<file path="src/pesc_regs.svh">
// Register offsets, field positions and reset values of the event status and counter block
`ifndef PESC_REGS_SVH
`define PESC_REGS_SVH
`define PESC_ADDR_EVENT       5'h12
`define PESC_ADDR_FALSE_CNT   5'h14
`define PESC_ADDR_RXERR_CNT   5'h15
`define PESC_ADDR_MASTER_CTL  5'h11
`define PESC_PEND_LSB         8
`define PESC_PEND_MSB         14
`define PESC_EN_LSB           0
`define PESC_EN_MSB           6
`define PESC_MCTL_MASTER_EVENT_ENABLE       1
`define PESC_MCTL_TEST_INTERRUPT_FORCE        2
`define PESC_CNT_MAX          8'hFF
`define PESC_CNT_HALF_BIT     7
`define PESC_RESET_VALUE      16'h0000
`endif
</file>
<file path="src/pesc_pkg.sv">
// Types shared by the event status and counter block
package pesc_pkg;
  // Management register access, one per cycle
  typedef struct packed {
    logic       rd;
    logic       wr;
    logic [4:0] addr;
    logic [15:0] wdata;
  } pesc_req_s;
  // Raw event inputs from the transceiver core
  typedef struct packed {
    logic energy;
    logic link_change;
    logic speed_change;
    logic duplex_change;
    logic neg_done;
    logic false_carrier;
    logic carrier;
    logic bad_symbol;
    logic collision;
  } pesc_evt_s;
  // Receive error tracking state within a carrier event
  typedef enum logic [1:0] {
    PESC_IDLE    = 2'b00,
    PESC_CARRIER = 2'b01,
    PESC_COUNTED = 2'b11
  } pesc_rx_e;
endpackage

</file>
<file path="src/pesc_event_counters.sv">
// Event status, enables and statistics counters of the transceiver management block
`timescale 1ns/10ps
`include "pesc_regs.svh"

module pesc_event_counters
(
  // Clock and reset
  input  wire logic               clk_sys,
  input  wire logic               rst_n,
  // Management register access
  input  wire pesc_pkg::pesc_req_s req,
  output logic [15:0]             rdata_ff,
  // Transceiver events
  input  wire pesc_pkg::pesc_evt_s evt,
  // Interrupt request level
  output logic                    irq
);

  logic [6:0]  pend_ff;
  logic [6:0]  en_ff;
  logic [1:0]  mctl_ff;
  logic [7:0]  fc_cnt_ff;
  logic [7:0]  rx_cnt_ff;
  logic        coll_ff;
  pesc_pkg::pesc_rx_e rx_st_ff;
  logic        rd_event;
  logic        rd_fc;
  logic        rd_rx;
  logic        fc_half;
  logic        rx_half;
  logic        rx_hit;
  logic [6:0]  evt_vec;
  logic [15:0] nxt_rdata;

  // Read strobes per register
  assign rd_event = req.rd && (req.addr == `PESC_ADDR_EVENT);
  assign rd_fc    = req.rd && (req.addr == `PESC_ADDR_FALSE_CNT);
  assign rd_rx    = req.rd && (req.addr == `PESC_ADDR_RXERR_CNT);

  // Half-full edge: bit 7 rises only once per clear, as counters stick at max
  assign fc_half = evt.false_carrier && !fc_cnt_ff[`PESC_CNT_HALF_BIT]
                   && (fc_cnt_ff == 8'h7F) && !rd_fc;
  assign rx_half = rx_hit && (rx_cnt_ff == 8'h7F) && !rd_rx;

  // Event vector in pending bit order, 14 down to 8
  assign evt_vec = {evt.energy, evt.link_change, evt.speed_change, evt.duplex_change,
                    evt.neg_done, fc_half, rx_half};

  // Pending flags: read clears, a same-cycle event wins so nothing is lost
  always_ff @(posedge clk_sys or negedge rst_n)
  begin
    if (!rst_n)
      pend_ff <= 7'h00;
    else
      pend_ff <= (rd_event ? 7'h00 : pend_ff) | evt_vec;
  end

  // Enables and master control; reserved bits are simply not stored
  always_ff @(posedge clk_sys or negedge rst_n)
  begin
    if (!rst_n)
    begin
      en_ff   <= 7'h00;
      mctl_ff <= 2'h0;
    end
    else if (req.wr && req.addr == `PESC_ADDR_EVENT)
      en_ff <= req.wdata[`PESC_EN_MSB:`PESC_EN_LSB];
    else if (req.wr && req.addr == `PESC_ADDR_MASTER_CTL)
      mctl_ff <= req.wdata[`PESC_MCTL_TEST_INTERRUPT_FORCE:`PESC_MCTL_MASTER_EVENT_ENABLE];
  end

  // False carrier counter, sticks at max, read clears; an event on the read cycle counts from zero
  always_ff @(posedge clk_sys or negedge rst_n)
  begin
    if (!rst_n)
      fc_cnt_ff <= 8'h00;
    else if (rd_fc)
      fc_cnt_ff <= {7'h00, evt.false_carrier};
    else if (evt.false_carrier && fc_cnt_ff != `PESC_CNT_MAX)
      fc_cnt_ff <= fc_cnt_ff + 8'h01;
  end

  // Carrier tracking: one count per carrier event with a bad symbol, none once a collision has been seen in that carrier
  assign rx_hit = evt.carrier && evt.bad_symbol && !evt.collision && !coll_ff
                  && (rx_st_ff != pesc_pkg::PESC_COUNTED);

  always_ff @(posedge clk_sys or negedge rst_n)
  begin
    if (!rst_n)
    begin
      rx_st_ff <= pesc_pkg::PESC_IDLE;
      coll_ff  <= 1'b0;
    end
    else if (!evt.carrier)
    begin
      rx_st_ff <= pesc_pkg::PESC_IDLE;
      coll_ff  <= 1'b0;
    end
    else
    begin
      coll_ff <= coll_ff | evt.collision;
      unique case (rx_st_ff)
        pesc_pkg::PESC_IDLE,
        pesc_pkg::PESC_CARRIER: rx_st_ff <= rx_hit ? pesc_pkg::PESC_COUNTED : pesc_pkg::PESC_CARRIER;
        pesc_pkg::PESC_COUNTED: rx_st_ff <= pesc_pkg::PESC_COUNTED;
        default:                rx_st_ff <= pesc_pkg::PESC_IDLE;
      endcase
    end
  end

  // Receive error counter, sticks at max until read
  always_ff @(posedge clk_sys or negedge rst_n)
  begin
    if (!rst_n)
      rx_cnt_ff <= 8'h00;
    else if (rd_rx)
      rx_cnt_ff <= {7'h00, rx_hit};
    else if (rx_hit && rx_cnt_ff != `PESC_CNT_MAX)
      rx_cnt_ff <= rx_cnt_ff + 8'h01;
  end

  // Read mux; reserved fields are zero
  always_comb
  begin
    nxt_rdata = `PESC_RESET_VALUE;
    unique case (req.addr)
      `PESC_ADDR_EVENT:      nxt_rdata = {1'b0, pend_ff, 1'b0, en_ff};
      `PESC_ADDR_FALSE_CNT:  nxt_rdata = {8'h00, fc_cnt_ff};
      `PESC_ADDR_RXERR_CNT:  nxt_rdata = {8'h00, rx_cnt_ff};
      `PESC_ADDR_MASTER_CTL: nxt_rdata = {13'h0000, mctl_ff, 1'b0};
      default:               nxt_rdata = `PESC_RESET_VALUE;
    endcase
  end

  // Read data is captured with the old value, so a clear-on-read reports first
  always_ff @(posedge clk_sys or negedge rst_n)
  begin
    if (!rst_n)
      rdata_ff <= `PESC_RESET_VALUE;
    else if (req.rd)
      rdata_ff <= nxt_rdata;
  end

  // Level interrupt: enabled pending flags under master enable, or test force
  assign irq = (mctl_ff[1]) | (mctl_ff[0] && |(pend_ff & en_ff));
endmodule

</file>
<file path="config.mk">
export PLATFORM = sky130hd
export DESIGN_NAME = pesc_event_counters
export DESIGN_NICKNAME = d
export VERILOG_FILES = /design/src/pesc_pkg.sv /design/src/pesc_event_counters.sv
export VERILOG_INCLUDE_DIRS = /design/src
export SDC_FILE = /design/constraint.sdc
export NUM_CORES = 1
export LEC_CHECK = 0
export ABC_AREA = 1
export BUFFER_PORTS_ARGS = -buffer_cell sky130_fd_sc_hd__buf_4
export CORE_ASPECT_RATIO = 0.6
export CORE_UTILIZATION = 44
export DETAILED_ROUTE_END_ITERATION = 6
export PLACE_DENSITY = 0.66
export REMOVE_ABC_BUFFERS = 1
export SYNTH_ARGS = -nofsm -noshare
export SYNTH_HDL_FRONTEND = slang
export SYNTH_SLANG_ARGS = --single-unit
</file>
<file path="constraint.sdc">
create_clock -name clk_sys -period 3.85 [get_ports clk_sys]
set_clock_uncertainty 0.05 [all_clocks]
set_input_delay 0.5775 -clock clk_sys [delete_from_list [all_inputs] [get_ports clk_sys]]
set_output_delay 0.5775 -clock clk_sys [all_outputs]
set_load 0.01 [all_outputs]
</file>
==> flow_metrics.py <==
metrics = {
    "grt": {
        "grt_max_degree": 51,
        "grt_pass1_wl_um": 9240,
        "grt_usage_pct": 19.9,
        "grt_overflow": 0,
        "antenna_found_initial": 0,
        "first_global_vias": 1840,
    },
    "power": {
        "seqPwrFrac_pct": 51.2,
        "ir_drop_uv": 347,
        "p_comb_share_pct": 21.5,
        "p_per_area_nw_per_um2": 447,
        "p_int_uw": 939,
        "clkPwrFrac_pct": 27.3,
        "p_leak_nw": 1.62,
        "power.switching_uw": 441,
        "swShare_pct": 32.0,
    },
    "worst_setup_path": {
        "cp-end-kind": "output pin",
        "cp_cell_sequence": "inv_1 > o22ai_1 > nor2_1 > nand2_1 > nand2_1 > nand2_1 > buf_4",
        "slowest_stage": "dfrtp_1",
        "arrival_ps": 1320,
        "crit_top_cell": "nand2_1",
        "cp_max_fo": 3,
        "cp_slowest_stage_delay_ps": 360,
        "start_kind": "register",
        "required_ps": 3220,
        "crit_type": "reg -> out",
    },
    "placed_design": {
        "io_buffers": 40,
        "hpwl_um": 4520,
        "gp_congestion": 0.833,
    },
    "logic_synthesis": {
        "post_synth_num_cell_types": 29,
        "avgSynthCellArea_um2": 8.07,
        "netlist_instances": 325,
        "synth.ff_latch_count": 50,
        "syn_area_um2": 2620,
        "synth_top_area_share_pct": 47.7,
        "synth_top_cell_by_area": "dfrtp_1",
        "synth.top_cells.by_area": "dfrtp_1 48%, nand2_1 14%, inv_1 4.4%, nand3_1 4.4%, o21ai_0 4.2%",
        "ys_seq_area_share_pct": 47.7,
        "yosysWarnings": 0,
    },
    "clock_network": {
        "clk_pin_slew_ps": 100,
        "ctsResizeCount": 0,
        "cts_buffers": 5,
        "clock_path_buffers": 2,
        "postCtsSetupBuffers": 0,
        "root_buffer": "clkbuf_8",
        "ctsHtreeMaxLevel": 2,
        "cts.sinks": 50,
        "holdBufCountCts": 0,
        "cts_tree": "yes",
        "clkLatencyLatePin_ps": 300,
    },
    "sta": {
        "slew_headroom_pct": 57.5,
        "tns_ps": 0,
        "hold-worst-slack_ps": 238,
        "worstMarginPinSlew_ps": 637,
        "slew_violations": 0,
        "finalCritPeriodShare_pct": 50.7,
        "rsz0062_at_grt": "false",
        "max_freq_mhz": 512,
        "finalSetupViolCount": 0,
        "hold_viol": 0,
        "layout_min_cycle_time_ps": 1950,
    },
    "cells_and_area": {
        "drive_gt1_share_pct": 20.3,
        "n_antenna_cell": 0,
        "nets": 400,
        "syn2layout_area_growth_pct": 17.9,
    },
    "floorplan": {
        "dieArea_um2": 6280,
        "core.rowCount": 21,
        "initial_core_util_pct": 46.4,
        "die_w_um": 102,
        "core-area_um2": 5650,
        "die_h_um": 61.8,
        "pin_count": 51,
    },
    "run": {
        "maxCapViolCount": 0,
    },
    "detailed_routing": {
        "drtAntennaViolNets": 0,
        "vias_per_cell": 4.96,
        "first_pass_iters": 4,
        "wirelength_um": 5920,
        "avgRoutedWirePerCell_um": 13.3,
        "vias": 2201,
        "drt_iter0_markers": 147,
        "drc": 0,
    },
    "min_path": {
        "min_path_type": "in -> async",
    },
    "run_status": {
        "outcome": "finished clean",
    },
}
-- placed cells by master, fill, tap and decap left out, types with 4 or more instances in the layout --
cell type and n:
nand3_1 23, nand4_1 15, a21oi_1 6, clkbuf_8 6, inv_1 31, o22ai_1 4
dfrtp_1 50, o21ai_0 22, buf_4 40, nor2_4 7, o21bai_1 6, nor2_1 24
xor2_1 5, nand2_1 97, o21ai_2 7
-- cell usage after synthesis --
library cell  count
nand4_2           1
xor2_1            5
nor2_2            2
inv_2             1
nand2_1          97
dfrtp_1          50
or2_2             1
o21bai_1          6
o21ai_1           2
nand4_1          15
a21oi_1           6
o21ai_0          22
nor2_1           24
nand3_1          23
clkinv_2          1
nand2_4           3
ha_1              2
buf_2             5
conb_1            1
a21boi_1          1
clkbuf_1          1
inv_1            31
nor2_4            7
nand2_2           3
inv_4             1
buf_4             2
o21ai_2           7
o211ai_1          1
o22ai_1           4
-- power by group through the flow --
stage | Combinational (mW) | Clock [mW] | Sequential [mW]
finish | 0.296 | 0.377 | 0.707
global route | 0.344 | 0.405 | 0.718
CTS | 0.299 | 0.383 | 0.704
detailed placement | 0.298 | 0 | 0.714
global placement | 0.289 | 0 | 0.712
floorplan | 0.200 | 0 | 0.688
-- through the flow --
step	cells	setup slack (ps)	util, %	cell area (µm²)	power [mW]
finish	444	1900	54.7	3090	1.38
global route	444	1790	54.7	3090	1.47
floorplan	317	2360	-	2580	0.888
detailed placement	437	2060	52.7	2980	1.01
CTS	444	1900	54.7	3090	1.39
global placement	437	2060	52.7	2980	1.00
-- area by class of cell --
cell class	count	area, µm²
clock inverters	1	30.0
fillers	548	2560
well taps	80	100
inverters	34	131
flip-flops and latches	50	1250
clock buffers	6	82.6
repair buffers	40	300
multi-input cells	233	1190
-- final timing paths --
check / to / slack (ps) / from / cells past startpoint
hold reg to reg: coll_ff / 430 / coll_ff / 2
hold / removal: en_ff[0] / 240 / rst_n / 1
setup / recovery: irq / 1900 / pend_ff[0] / 7
setup reg to reg: fc_cnt_ff[4] / 2130 / fc_cnt_ff[0] / 6
min in group clk_sys: pend_ff[2] / 410 / evt[4] / 2
max in group asynchronous: rx_cnt_ff[5] / 3080 / rst_n / 1
-- metal layers --
layer	global-route usage [%]	vias up	routed length [µm]
li1	-	1131	-
met1	32.7	1009	3280
met2	25.7	56	2260
met3	4.47	5	334
met4	4.35	0	41
met5	0	-	0
-- cell families (layout without fill, tap and decap cells) --
kind of cell / Yosys count / after routing / share of synthesized area, %
DFF: 50 / 50 / 47.7
and+or+nand+nor: 176 / 176 / 31.5
xor gates and xnor gates: 5 / 5 / 1.67
AOI/OAI and AO/OA: 49 / 49 / 11.3
adders and majority gates: 2 / 2 / 0.955
buffers and inverters: 42 / 81 / 6.68
other: 1 / 1 / 0.143
-- flip-flops by register name, indices dropped and copies added, names as in the netlist --
name	flops
rdata_ff	15
en_ff	7
fc_cnt_ff	8
pend_ff	7
mctl_ff	2
rx_st_ff	2
rx_cnt_ff	8
coll_ff	1
-- worst max-delay path, delay by kind of cell (launching register included) --
kind / cells / cell delay [ps]
buf+inv: 2 / 280
compound gates: 1 / 100
simple gates: 4 / 290
flops: 1 / 360
(Power assumes the default switching activity.)
